### src/logic/ccr_pkg.sv
// Package for the channel one configuration and calibration register bank.
// Assumes a 16-bit register port with word addresses as printed.
package ccr_pkg;
	localparam int ADDR_W = 6;
	localparam int DATA_W = 16;
	localparam logic [5:0] ADDR_SETUP = 6'h0E;
	localparam logic [5:0] ADDR_OCAL_HI = 6'h0F;
	localparam logic [5:0] ADDR_OCAL_LO = 6'h10;
	localparam logic [5:0] ADDR_GCAL_HI = 6'h11;
	localparam logic [5:0] ADDR_GCAL_LO = 6'h12;
	localparam logic [5:0] ADDR_DC_COEFF = 6'h13;
	localparam logic [15:0] SETUP_RESET = 16'h0000;
	localparam logic [15:0] OCAL_HI_RESET = 16'h0000;
	localparam logic [7:0] OCAL_LO_RESET = 8'h00;
	localparam logic [15:0] GCAL_HI_RESET = 16'h8000;
	localparam logic [7:0] GCAL_LO_RESET = 8'h00;
	localparam logic [3:0] DC_COEFF_RESET = 4'h0;
	localparam logic [3:0] DC_COEFF_OFF = 4'h0;
	localparam int PHASE_MSB = 15;
	localparam int PHASE_LSB = 6;
	localparam int FILT_OFF_BIT = 2;
	localparam int SEL_MSB = 1;
	localparam int LO_MSB = 15;
	localparam int LO_LSB = 8;
	localparam logic [15:0] SETUP_WMASK = 16'hFFC7;
	localparam logic [15:0] READ_UNMAPPED = 16'h0000;
	typedef enum logic [1:0] {
		CCR_SEL_PINS,
		CCR_SEL_SHORT,
		CCR_SEL_TEST_POS,
		CCR_SEL_TEST_NEG
	} ccr_sel_e;
endpackage

### src/logic/ccr_input_route.sv
// Input routing decode for the channel.
// Assumes the selector comes from a register on the same clock.
`timescale 1ns/1ps
`default_nettype none
module ccr_input_route (
	input wire logic [1:0] sel,
	output logic route_pins,
	output logic route_short,
	output logic route_test_pos,
	output logic route_test_neg
);
	assign route_pins = (sel == 2'(ccr_pkg::CCR_SEL_PINS)); // RULE3
	assign route_short = (sel == 2'(ccr_pkg::CCR_SEL_SHORT)); // RULE4
	assign route_test_pos = (sel == 2'(ccr_pkg::CCR_SEL_TEST_POS)); // RULE5
	assign route_test_neg = (sel == 2'(ccr_pkg::CCR_SEL_TEST_NEG)); // RULE5
endmodule
`default_nettype wire

### src/logic/ccr_regs.sv
// Channel one configuration and calibration register bank.
// Assumes a single-cycle strobe master on the same clock; no waits.
// How it works
// RULE1: Setup bits 15:6 hold signed phase delay, read/write, reset zero.
// RULE2: Setup bit 2 set forces this channel's DC filter off.
// RULE3: Selector 00 routes the channel's own input pins.
// RULE4: Selector 01 shorts converter inputs together.
// RULE5: Selector 10 feeds positive test signal, 11 negative.
// RULE6: High offset register holds offset word bits 23:8.
// RULE7: Low offset register upper byte holds offset word bits 7:0.
// RULE8: Lower byte of both low calibration registers reads zero.
// RULE9: High gain register holds gain bits 23:8, resets to 8000h.
// RULE10: Low gain upper byte holds gain bits 7:0, resets zero.
// RULE11: Calibration registers decode at Fh, 10h, 11h, 12h; offsets reset zero.
// RULE12: Setup bits 5:3 always read zero.
// RULE13: Global coefficient code zero disables filter; others pick coefficient.
// RULE14: Setup register decodes at Eh and resets to 0000h.
// RULE15: Writes to reserved bits are ignored.
//
// The plain strobed port was chosen for this implementation.
`timescale 1ns/1ps
`default_nettype none
module ccr_regs (
	input wire logic clock,
	input wire logic srst,
	input wire logic [5:0] addr,
	input wire logic [15:0] wdata,
	input wire logic wr_stb,
	input wire logic rd_stb,
	output logic [15:0] rdata,
	output logic [9:0] ch1_phase_delay,
	output logic ch1_filter_active,
	output logic [3:0] ch1_filter_coeff,
	output logic [1:0] ch1_input_select,
	output logic ch1_route_pins,
	output logic ch1_route_short,
	output logic ch1_route_test_pos,
	output logic ch1_route_test_neg,
	output logic [23:0] ch1_offset_word,
	output logic [23:0] ch1_gain_word
);
	// ==========================================
	// Address decode
	// ==========================================
	function automatic logic hit(input logic [5:0] a, input logic [5:0] target);
		hit = (a == target);
	endfunction

	wire logic sel_setup = hit(addr, ccr_pkg::ADDR_SETUP); // RULE14
	wire logic sel_ocal_hi = hit(addr, ccr_pkg::ADDR_OCAL_HI); // RULE11
	wire logic sel_ocal_lo = hit(addr, ccr_pkg::ADDR_OCAL_LO); // RULE11
	wire logic sel_gcal_hi = hit(addr, ccr_pkg::ADDR_GCAL_HI); // RULE11
	wire logic sel_gcal_lo = hit(addr, ccr_pkg::ADDR_GCAL_LO); // RULE11
	wire logic sel_coeff = hit(addr, ccr_pkg::ADDR_DC_COEFF);
	wire logic sel_any = sel_setup || sel_ocal_hi || sel_ocal_lo ||
		sel_gcal_hi || sel_gcal_lo || sel_coeff;

	// ==========================================
	// Storage
	// ==========================================
	logic [15:0] setup_reg;
	logic [15:0] ocal_hi_reg;
	logic [7:0] ocal_lo_reg;
	logic [15:0] gcal_hi_reg;
	logic [7:0] gcal_lo_reg;
	logic [3:0] coeff_reg;
	logic [15:0] rdata_reg;

	// Reserved setup bits are masked on write so they stay zero.
	wire logic [15:0] setup_next = wdata & ccr_pkg::SETUP_WMASK; // RULE15 RULE12

	always_ff @(posedge clock) begin
		if (srst) begin
			setup_reg <= ccr_pkg::SETUP_RESET; // RULE14 RULE1
			ocal_hi_reg <= ccr_pkg::OCAL_HI_RESET; // RULE11
			ocal_lo_reg <= ccr_pkg::OCAL_LO_RESET; // RULE11
			gcal_hi_reg <= ccr_pkg::GCAL_HI_RESET; // RULE9
			gcal_lo_reg <= ccr_pkg::GCAL_LO_RESET; // RULE10
			coeff_reg <= ccr_pkg::DC_COEFF_RESET;
		end else if (wr_stb) begin
			if (sel_setup) setup_reg <= setup_next; // RULE1 RULE2
			if (sel_ocal_hi) ocal_hi_reg <= wdata; // RULE6
			if (sel_ocal_lo) ocal_lo_reg <= wdata[ccr_pkg::LO_MSB:ccr_pkg::LO_LSB]; // RULE7
			if (sel_gcal_hi) gcal_hi_reg <= wdata; // RULE9
			if (sel_gcal_lo) gcal_lo_reg <= wdata[ccr_pkg::LO_MSB:ccr_pkg::LO_LSB]; // RULE10
			if (sel_coeff) coeff_reg <= wdata[3:0];
		end
	end

	// ==========================================
	// Read path
	// ==========================================
	wire logic [15:0] rd_mux =
		sel_setup ? setup_reg :
		sel_ocal_hi ? ocal_hi_reg :
		sel_ocal_lo ? {ocal_lo_reg, 8'h00} : // RULE8
		sel_gcal_hi ? gcal_hi_reg :
		sel_gcal_lo ? {gcal_lo_reg, 8'h00} : // RULE8
		sel_coeff ? {12'h000, coeff_reg} :
		ccr_pkg::READ_UNMAPPED;

	always_ff @(posedge clock) begin
		if (srst) begin
			rdata_reg <= 16'h0000;
		end else if (rd_stb) begin
			rdata_reg <= rd_mux;
		end else begin
			rdata_reg <= 16'h0000;
		end
	end
	assign rdata = rdata_reg;

	// ==========================================
	// Control outputs
	// ==========================================
	logic route_pins_w;
	logic route_short_w;
	logic route_pos_w;
	logic route_neg_w;

	ccr_input_route u_route (
		.sel(setup_reg[ccr_pkg::SEL_MSB:0]),
		.route_pins(route_pins_w),
		.route_short(route_short_w),
		.route_test_pos(route_pos_w),
		.route_test_neg(route_neg_w)
	);

	wire logic filter_on_w = !setup_reg[ccr_pkg::FILT_OFF_BIT] && // RULE2
		(coeff_reg != ccr_pkg::DC_COEFF_OFF); // RULE13

	logic filter_active_reg;
	logic route_pins_reg;
	logic route_short_reg;
	logic route_pos_reg;
	logic route_neg_reg;

	always_ff @(posedge clock) begin
		if (srst) begin
			filter_active_reg <= 1'b0;
			route_pins_reg <= 1'b1;
			route_short_reg <= 1'b0;
			route_pos_reg <= 1'b0;
			route_neg_reg <= 1'b0;
		end else begin
			filter_active_reg <= filter_on_w; // RULE2 RULE13
			route_pins_reg <= route_pins_w; // RULE3
			route_short_reg <= route_short_w; // RULE4
			route_pos_reg <= route_pos_w; // RULE5
			route_neg_reg <= route_neg_w; // RULE5
		end
	end

	assign ch1_phase_delay = setup_reg[ccr_pkg::PHASE_MSB:ccr_pkg::PHASE_LSB]; // RULE1
	assign ch1_input_select = setup_reg[ccr_pkg::SEL_MSB:0];
	assign ch1_filter_active = filter_active_reg;
	assign ch1_filter_coeff = coeff_reg;
	assign ch1_route_pins = route_pins_reg;
	assign ch1_route_short = route_short_reg;
	assign ch1_route_test_pos = route_pos_reg;
	assign ch1_route_test_neg = route_neg_reg;
	assign ch1_offset_word = {ocal_hi_reg, ocal_lo_reg}; // RULE6 RULE7
	assign ch1_gain_word = {gcal_hi_reg, gcal_lo_reg}; // RULE9 RULE10

	// ==========================================
	// Checks
	// ==========================================
	phase_write_a: assert property (@(posedge clock) disable iff (srst) // RULE1
		wr_stb && sel_setup |=> ch1_phase_delay == $past(wdata[15:6]))
		else $error("phase delay not written");
	filter_off_a: assert property (@(posedge clock) disable iff (srst) // RULE2
		setup_reg[2] |=> !ch1_filter_active)
		else $error("filter active while channel override set");
	route_pins_a: assert property (@(posedge clock) disable iff (srst) // RULE3
		setup_reg[1:0] == 2'b00 |=> ch1_route_pins && !ch1_route_short)
		else $error("pins not routed");
	route_short_a: assert property (@(posedge clock) disable iff (srst) // RULE4
		setup_reg[1:0] == 2'b01 |=> ch1_route_short && !ch1_route_pins)
		else $error("inputs not shorted");
	route_test_a: assert property (@(posedge clock) disable iff (srst) // RULE5
		setup_reg[1] |=> (ch1_route_test_pos != ch1_route_test_neg))
		else $error("test signal routing wrong");
	ocal_write_a: assert property (@(posedge clock) disable iff (srst) // RULE6
		wr_stb && sel_ocal_hi |=> ch1_offset_word[23:8] == $past(wdata))
		else $error("offset high not written");
	ocal_lo_a: assert property (@(posedge clock) disable iff (srst) // RULE7
		wr_stb && sel_ocal_lo |=> ch1_offset_word[7:0] == $past(wdata[15:8]))
		else $error("offset low not written");
	lo_reserved_a: assert property (@(posedge clock) disable iff (srst) // RULE8
		rd_stb && (sel_ocal_lo || sel_gcal_lo) |=> rdata[7:0] == 8'h00)
		else $error("reserved low byte not zero");
	gain_reset_a: assert property (@(posedge clock) // RULE9
		srst |=> ch1_gain_word == 24'h800000)
		else $error("gain reset value wrong");
	gcal_lo_a: assert property (@(posedge clock) disable iff (srst) // RULE10
		wr_stb && sel_gcal_lo |=> ch1_gain_word[7:0] == $past(wdata[15:8]))
		else $error("gain low not written");
	gain_read_a: assert property (@(posedge clock) disable iff (srst) // RULE11
		rd_stb && sel_gcal_hi |=> rdata == $past(gcal_hi_reg))
		else $error("gain high read wrong");
	setup_rsvd_a: assert property (@(posedge clock) disable iff (srst) // RULE12
		rd_stb && sel_setup |=> rdata[5:3] == 3'h0)
		else $error("setup reserved bits not zero");
	coeff_off_a: assert property (@(posedge clock) disable iff (srst) // RULE13
		coeff_reg == 4'h0 |=> !ch1_filter_active)
		else $error("filter active with global off");
	setup_reset_a: assert property (@(posedge clock) // RULE14
		srst |=> setup_reg == 16'h0000)
		else $error("setup reset wrong");
	rsvd_write_a: assert property (@(posedge clock) disable iff (srst) // RULE15
		wr_stb && sel_setup |=> setup_reg[5:3] == 3'h0)
		else $error("reserved setup bits took a write");

	// Reset values land on the reset edge itself.
	phase_reset_a: assert property (@(posedge clock) // RULE1
		srst |=> ch1_phase_delay == 10'h000)
		else $error("phase delay reset wrong");
	filter_reset_a: assert property (@(posedge clock) // RULE2
		srst |=> !ch1_filter_active)
		else $error("filter active after reset");
	select_reset_a: assert property (@(posedge clock) // RULE3
		srst |=> ch1_input_select == 2'(ccr_pkg::CCR_SEL_PINS))
		else $error("input selector reset wrong");
	route_reset_a: assert property (@(posedge clock) // RULE3
		srst |=> {ch1_route_pins, ch1_route_short, ch1_route_test_pos, ch1_route_test_neg} == 4'h8)
		else $error("routing reset wrong");
	offset_reset_a: assert property (@(posedge clock) // RULE11
		srst |=> ch1_offset_word == 24'h000000)
		else $error("offset reset wrong");
	rdata_reset_a: assert property (@(posedge clock) // RULE11
		srst |=> rdata == 16'h0000)
		else $error("read data not cleared by reset");
	coeff_reset_a: assert property (@(posedge clock) // RULE13
		srst |=> ch1_filter_coeff == ccr_pkg::DC_COEFF_RESET)
		else $error("coefficient reset wrong");

	// Register writes and read-back.
	phase_read_a: assert property (@(posedge clock) disable iff (srst) // RULE1
		rd_stb && sel_setup |=>
		rdata[ccr_pkg::PHASE_MSB:ccr_pkg::PHASE_LSB] == $past(ch1_phase_delay))
		else $error("phase delay read wrong");
	filter_write_a: assert property (@(posedge clock) disable iff (srst) // RULE2
		wr_stb && sel_setup |=>
		setup_reg[ccr_pkg::FILT_OFF_BIT] == $past(wdata[ccr_pkg::FILT_OFF_BIT]))
		else $error("filter override not written");
	select_write_a: assert property (@(posedge clock) disable iff (srst) // RULE3
		wr_stb && sel_setup |=> ch1_input_select == $past(wdata[ccr_pkg::SEL_MSB:0]))
		else $error("input selector not written");
	setup_read_a: assert property (@(posedge clock) disable iff (srst) // RULE14
		rd_stb && sel_setup |=> rdata == $past(setup_reg))
		else $error("setup read wrong");
	ocal_hi_read_a: assert property (@(posedge clock) disable iff (srst) // RULE6
		rd_stb && sel_ocal_hi |=> rdata == $past(ch1_offset_word[23:8]))
		else $error("offset high read wrong");
	ocal_lo_read_a: assert property (@(posedge clock) disable iff (srst) // RULE7
		rd_stb && sel_ocal_lo |=> rdata[15:8] == $past(ch1_offset_word[7:0]))
		else $error("offset low read wrong");
	gcal_hi_write_a: assert property (@(posedge clock) disable iff (srst) // RULE9
		wr_stb && sel_gcal_hi |=> ch1_gain_word[23:8] == $past(wdata))
		else $error("gain high not written");
	gcal_lo_read_a: assert property (@(posedge clock) disable iff (srst) // RULE10
		rd_stb && sel_gcal_lo |=> rdata[15:8] == $past(ch1_gain_word[7:0]))
		else $error("gain low read wrong");
	coeff_write_a: assert property (@(posedge clock) disable iff (srst) // RULE13
		wr_stb && sel_coeff |=> ch1_filter_coeff == $past(wdata[3:0]))
		else $error("coefficient not written");
	coeff_read_a: assert property (@(posedge clock) disable iff (srst) // RULE13
		rd_stb && sel_coeff |=> rdata == {12'h000, $past(ch1_filter_coeff)})
		else $error("coefficient read wrong");
	unmapped_read_a: assert property (@(posedge clock) disable iff (srst) // RULE11
		rd_stb && !sel_any |=> rdata == ccr_pkg::READ_UNMAPPED)
		else $error("unmapped read not zero");
	rdata_idle_a: assert property (@(posedge clock) disable iff (srst) // RULE11
		!srst && !rd_stb |=> rdata == 16'h0000)
		else $error("read data stands past its cycle");

	// A reset edge legally moves every register, so the hold checks test srst themselves.
	unmapped_write_a: assert property (@(posedge clock) disable iff (srst) // RULE11
		!srst && wr_stb && !sel_any |=>
		$stable(setup_reg) && $stable(ch1_offset_word) && $stable(ch1_gain_word))
		else $error("unmapped write changed a register");
	ocal_hold_a: assert property (@(posedge clock) disable iff (srst) // RULE6
		!srst && !(wr_stb && sel_ocal_hi) |=> $stable(ch1_offset_word[23:8]))
		else $error("offset high changed without a write");
	ocal_lo_hold_a: assert property (@(posedge clock) disable iff (srst) // RULE7
		!srst && !(wr_stb && sel_ocal_lo) |=> $stable(ch1_offset_word[7:0]))
		else $error("offset low changed without a write");
	gcal_hold_a: assert property (@(posedge clock) disable iff (srst) // RULE9
		!srst && !(wr_stb && sel_gcal_hi) |=> $stable(ch1_gain_word[23:8]))
		else $error("gain high changed without a write");
	gcal_lo_hold_a: assert property (@(posedge clock) disable iff (srst) // RULE10
		!srst && !(wr_stb && sel_gcal_lo) |=> $stable(ch1_gain_word[7:0]))
		else $error("gain low changed without a write");
	setup_hold_a: assert property (@(posedge clock) disable iff (srst) // RULE14
		!srst && !(wr_stb && sel_setup) |=> $stable(setup_reg))
		else $error("setup changed without a write");
	setup_rsvd_hold_a: assert property (@(posedge clock) disable iff (srst) // RULE12
		setup_reg[5:3] == 3'h0)
		else $error("reserved setup bits not zero");

	// The route outputs and ch1_filter_active follow their register one cycle later.
	filter_on_a: assert property (@(posedge clock) disable iff (srst) // RULE13
		!srst && !setup_reg[ccr_pkg::FILT_OFF_BIT] && coeff_reg != ccr_pkg::DC_COEFF_OFF |=>
		ch1_filter_active)
		else $error("filter not active when enabled");
	route_onehot_a: assert property (@(posedge clock) disable iff (srst) // RULE5
		$onehot({ch1_route_pins, ch1_route_short, ch1_route_test_pos, ch1_route_test_neg}))
		else $error("routing not one-hot");
	short_only_a: assert property (@(posedge clock) disable iff (srst) // RULE4
		!srst && setup_reg[ccr_pkg::SEL_MSB:0] == 2'(ccr_pkg::CCR_SEL_SHORT) |=>
		!ch1_route_test_pos && !ch1_route_test_neg)
		else $error("test signal fed while shorted");
	test_pos_a: assert property (@(posedge clock) disable iff (srst) // RULE5
		!srst && setup_reg[ccr_pkg::SEL_MSB:0] == 2'(ccr_pkg::CCR_SEL_TEST_POS) |=>
		ch1_route_test_pos && !ch1_route_test_neg)
		else $error("positive test signal not fed");
	test_neg_a: assert property (@(posedge clock) disable iff (srst) // RULE5
		!srst && setup_reg[ccr_pkg::SEL_MSB:0] == 2'(ccr_pkg::CCR_SEL_TEST_NEG) |=>
		ch1_route_test_neg && !ch1_route_test_pos)
		else $error("negative test signal not fed");
endmodule
`default_nettype wire

### config.mk
export PLATFORM = sky130hd
export DESIGN_NAME = ccr_regs
export DESIGN_NICKNAME = d
export VERILOG_FILES = /design/src/logic/ccr_pkg.sv /design/src/logic/ccr_input_route.sv /design/src/logic/ccr_regs.sv
export SDC_FILE = /design/constraint.sdc
export NUM_CORES = 1
export LEC_CHECK = 0
export BUFFER_PORTS_ARGS = -buffer_cell sky130_fd_sc_hd__buf_2
export CAP_MARGIN = 5
export CORE_UTILIZATION = 51
export CTS_BUF_LIST = sky130_fd_sc_hd__clkbuf_16
export CTS_CLUSTER_SIZE = 16
export DETAILED_ROUTE_END_ITERATION = 10
export PLACE_DENSITY = 0.85
export SYNTH_ARGS = -nofsm -noshare
export SYNTH_HDL_FRONTEND = slang
export SYNTH_SLANG_ARGS = --single-unit
### constraint.sdc
create_clock -name clock -period 1.4 [get_ports clock]
set_input_delay 0.14 -clock clock [delete_from_list [all_inputs] [get_ports clock]]
set_output_delay 0.14 -clock clock [all_outputs]
set_load 0.01 [all_outputs]
==> metrics.md <==
| Metric | Value |
|---|---|
| Total of hold buffers inserted after clock tree synthesis | `0` |
| Average footprint of a synthesized cell | `8.94 sq um` |
| Switching share of power | `0.208` |
| Class of the tightest hold or removal check | `input port to flip-flop` |
| Internal power summed over all cells | `0.00409 W` |
| Die height | `between 80 and 90 um` |
| Grt ovf | `0` |
| Cell area after synthesis | `roughly 3500 sq um` |
| Post-route standard cell area excluding fillers | `about 4500 sq um` |
| EDFF count, synth | `0` |
| Achievable frequency | `~0.81 GHz` |
| Cells along the critical path | `buf_2 -> nor4b_4 -> buf_4 -> and2_1 -> a221oi_1 -> nor3_1` |
| Total via count after detailed routing | `roughly 3,300` |
| Top library cells by usage in the layout, fill and taps aside | `110 x buf_2, 86 x dfxtp_1, 62 x nand2_1, 44 x a21oi_1, 33 x nor2_1` |
| Yosys warning total | `0` |
| Skew final | `0.00396 ns` |
| Post-Route Hold Slack | `~0.06 ns` |
| Post-layout utilization of the core | `0.689` |
| Status | `finished, final reports clean` |
| Reg2reg setup slack | `about 0.23 ns` |
| Number of optimization iterations in the first detailed-route pass | `6` |
| Part of the Yosys area used for sequential elements | `0.488` |
| Cell variety after synth | `35` |
| Die width | `about 85 um` |
| RR Startpoint | `gcal_lo_reg[5]$_SDFFE_PP0P_` |
| Hold violation total from the final report | `0` |
| Number of buffers inserted by post-CTS setup repair | `0` |
| Proportion of layout cells with a drive suffix above 1 | `0.321` |
| Combinational Power Share | `0.050` |
| Slew at the pin closest to its max-slew limit | `0.710 ns` |
| Power density over the cells | `around 1100 nW/um^2` |
| Worst Setup Path Type | `input port to flip-flop` |
| Half-perimeter wire length after detailed placement | `around 6.6 mm` |
| Number of pins with negative max-slew slack in the final report | `0` |
| Sw Pwr | `approximately 0.0011 W` |
| Post-layout nets | `around 530` |
| RSZ-0062 raised after global routing | `no` |
| Startpoint of the tightest hold check path | `wdata[4]` |
| TritonCTS Buffers | `9` |
| Total number of clock tree sinks | `86` |
| Remaining design rule violation count | `0` |
| Relative slew slack | `0.526` |
| Drt initial violations | `about 370` |
| Area after detailed placement | `4190 sq um` |
| Flop and latch count out of synthesis | `86` |
| Total global routing track utilization | `0.268` |
| Number of routed nets with antenna violations | `0` |
| Antenna violations before repair | `0` |
| Total of max-cap violations | `0` |
| Cts repair resizes | `0` |
| Std-Cell Rows | `29` |
| Category of the worst setup path launch point | `input port` |
| Critical path required time | `1.64 ns` |
| Root buffer cell | `clkbuf_16` |
| Final setup violation count | `0` |
| Final estimated routing congestion in global placement | `0.907` |
| Power share of the clock group | `0.473` |
| Min Tclk post-route | `around 1.2 ns` |
| Leakage power figure | `between 1.5 and 2 nW` |
| Critical path fanouts, max | `6` |
| Area overhead of the layout relative to synthesis | `27.4%` |
| Sequential cell area | `about 1700 sq um` |
| CTS tree | `done` |
| Average vias per placed instance | `around 5.7` |
| Worst flop-to-flop path endpoint | `rdata[13]$_SDFF_PP0_` |
| Area of the die | `about 7300 sq um` |
| Most common cell after layout, fill and taps aside | `buf_2` |
| Largest stage delay on the critical path | `0.41 ns` |
| Vias in the first global route | `around 3,000` |
| Drt wl/cell | `16.5 um` |
| Depth of the worst hold-timing path | `3` |
| Element type at the critical path end | `flip-flop` |
| Syn_nets | `between 400 and 500` |
| Maximum VDD drop | `a little under 0.7 mV` |
| Async set or reset register ratio after synthesis | `0` |
| Number of input and output port buffers inserted | `110` |
| Reg clk slew, reported paths | `roughly 0.06 ns` |
| Worst-Skew Late Latency | `~0.33 ns` |
| Area taken by multi-input logic gates | `between 1500 and 2000 sq um` |
| Signal arrival time at the worst endpoint | `around 1.5 ns` |
| Largest net degree at the start of global routing | `71` |
| End point of the worst hold path | `gcal_hi_reg[4]$_SDFFE_PP0P_` |
| Core area | `between 6000 and 7000 sq um` |
| Diodes inserted | `0` |
| Worst R2R Path Depth | `4` |
| Count of mapped cells out of synthesis | `between 300 and 400` |
| Dominant register cell in the synthesized netlist | `dfxtp_1` |
| Maximum clock path buffer count | `2` |
| Total wire length after detailed routing | `around 9.6 mm` |
| First-pass GRT wire length | `roughly 15 mm` |
| Relative contribution of sequential cells to total power | `0.478` |
| I/O pin total | `between 100 and 150` |
| Initial Utilization | `0.541` |
| Critical-path cell with the highest stage delay | `nor4b_4` |
| Fillers | `496` |
| Final Cycle Share | `0.886` |
| Number of levels the H-tree was split into | `3` |
-- cells in the mapped netlist (all sizes together) (3+ instances only) --
library cell  count  area [sq um]
dfxtp            86          1720
nand2            62           233
a21oi            44           220
nor2             33           124
nand3            31           155
buf              29           198
mux2i            28           280
clkbuf           17          63.8
a22oi            11          82.6
nor3              9          45.0
a211oi            8          65.1
o2bb2ai           8          70.1
a221oi            5          50.0
mux2              4          45.0
and2              3          20.0
-- critical path, delay by kind of cell --
| kind | cells | cell delay [ns] |
|---|---|---|
| buf+inv | 2 | 0.34 |
| compound gates | 1 | 0.14 |
| simple gates | 3 | 0.86 |
-- per-layer routing --
metal / up-vias / share of wire / GRT usage
met5: - / 0 / 0
met4: 0 / 0.013 / 0.116
met3: 10 / 0.10 / 0.0457
met2: 207 / 0.48 / 0.429
met1: 1530 / 0.40 / 0.360
li1: 1573 / - / -
-- cell families after synthesis --
kind of cell / after synthesis / share of synthesized area
AND/OR/NAND/NOR: 154 / 0.206
flip-flops: 86 / 0.488
AO/OA/AOI/OAI: 77 / 0.140
buffers and inverters: 46 / 0.0741
multiplexers: 32 / 0.0921
-- cell type report --
type | instances | area share
sequential | 86 | 0.383
multi-input combinational | 263 | 0.344
timing repair buffer | 140 | 0.184
clock buffer | 9 | 0.0501
tap | 77 | 0.0214
clock inverter | 7 | 0.0184
-- power groups by stage --
stage | clock, W | sequential [W] | combinational [W]
after floorplan | 0 | 0.00252 | 0.000121
after global placement | 0 | 0.00252 | 0.000246
after detailed placement | 0 | 0.00252 | 0.000250
after CTS | 0.00246 | 0.00246 | 0.000252
after global routing | 0.00257 | 0.00246 | 0.000273
final | 0.00244 | 0.00246 | 0.000257
-- worst max-delay path by stage --
| stage | from | end | slack [ns] |
|---|---|---|---|
| 2_1_floorplan | addr[4] | rdata[7]$_SDFF_PP0_ | 0.16 |
| 3_3_place_gp | addr[4] | rdata[14]$_SDFF_PP0_ | -0.06 |
| 3_5_place_dp | addr[3] | rdata[6]$_SDFF_PP0_ | -0.12 |
| 4_1_cts | addr[3] | ch1_filter_coeff[3]$_SDFFE_PP0P_ | 0.19 |
| 5_1_grt | addr[3] | rdata[6]$_SDFF_PP0_ | 0.1 |
| 6_report | addr[3] | rdata[6]$_SDFF_PP0_ | 0.16 |
-- metrics by stage --
step	instances	power, W	setup TNS, ns	setup slack (ns)
after floorplan	395	0.00264	0	0.164
after global placement	566	0.00276	-0.795	-0.0610
after detailed placement	566	0.00277	-2.09	-0.119
after CTS	582	0.00517	0	0.190
after global routing	582	0.00531	0	0.0986
final	582	0.00516	0	0.160
No activity file was read; power rests on OpenSTA's default activity.
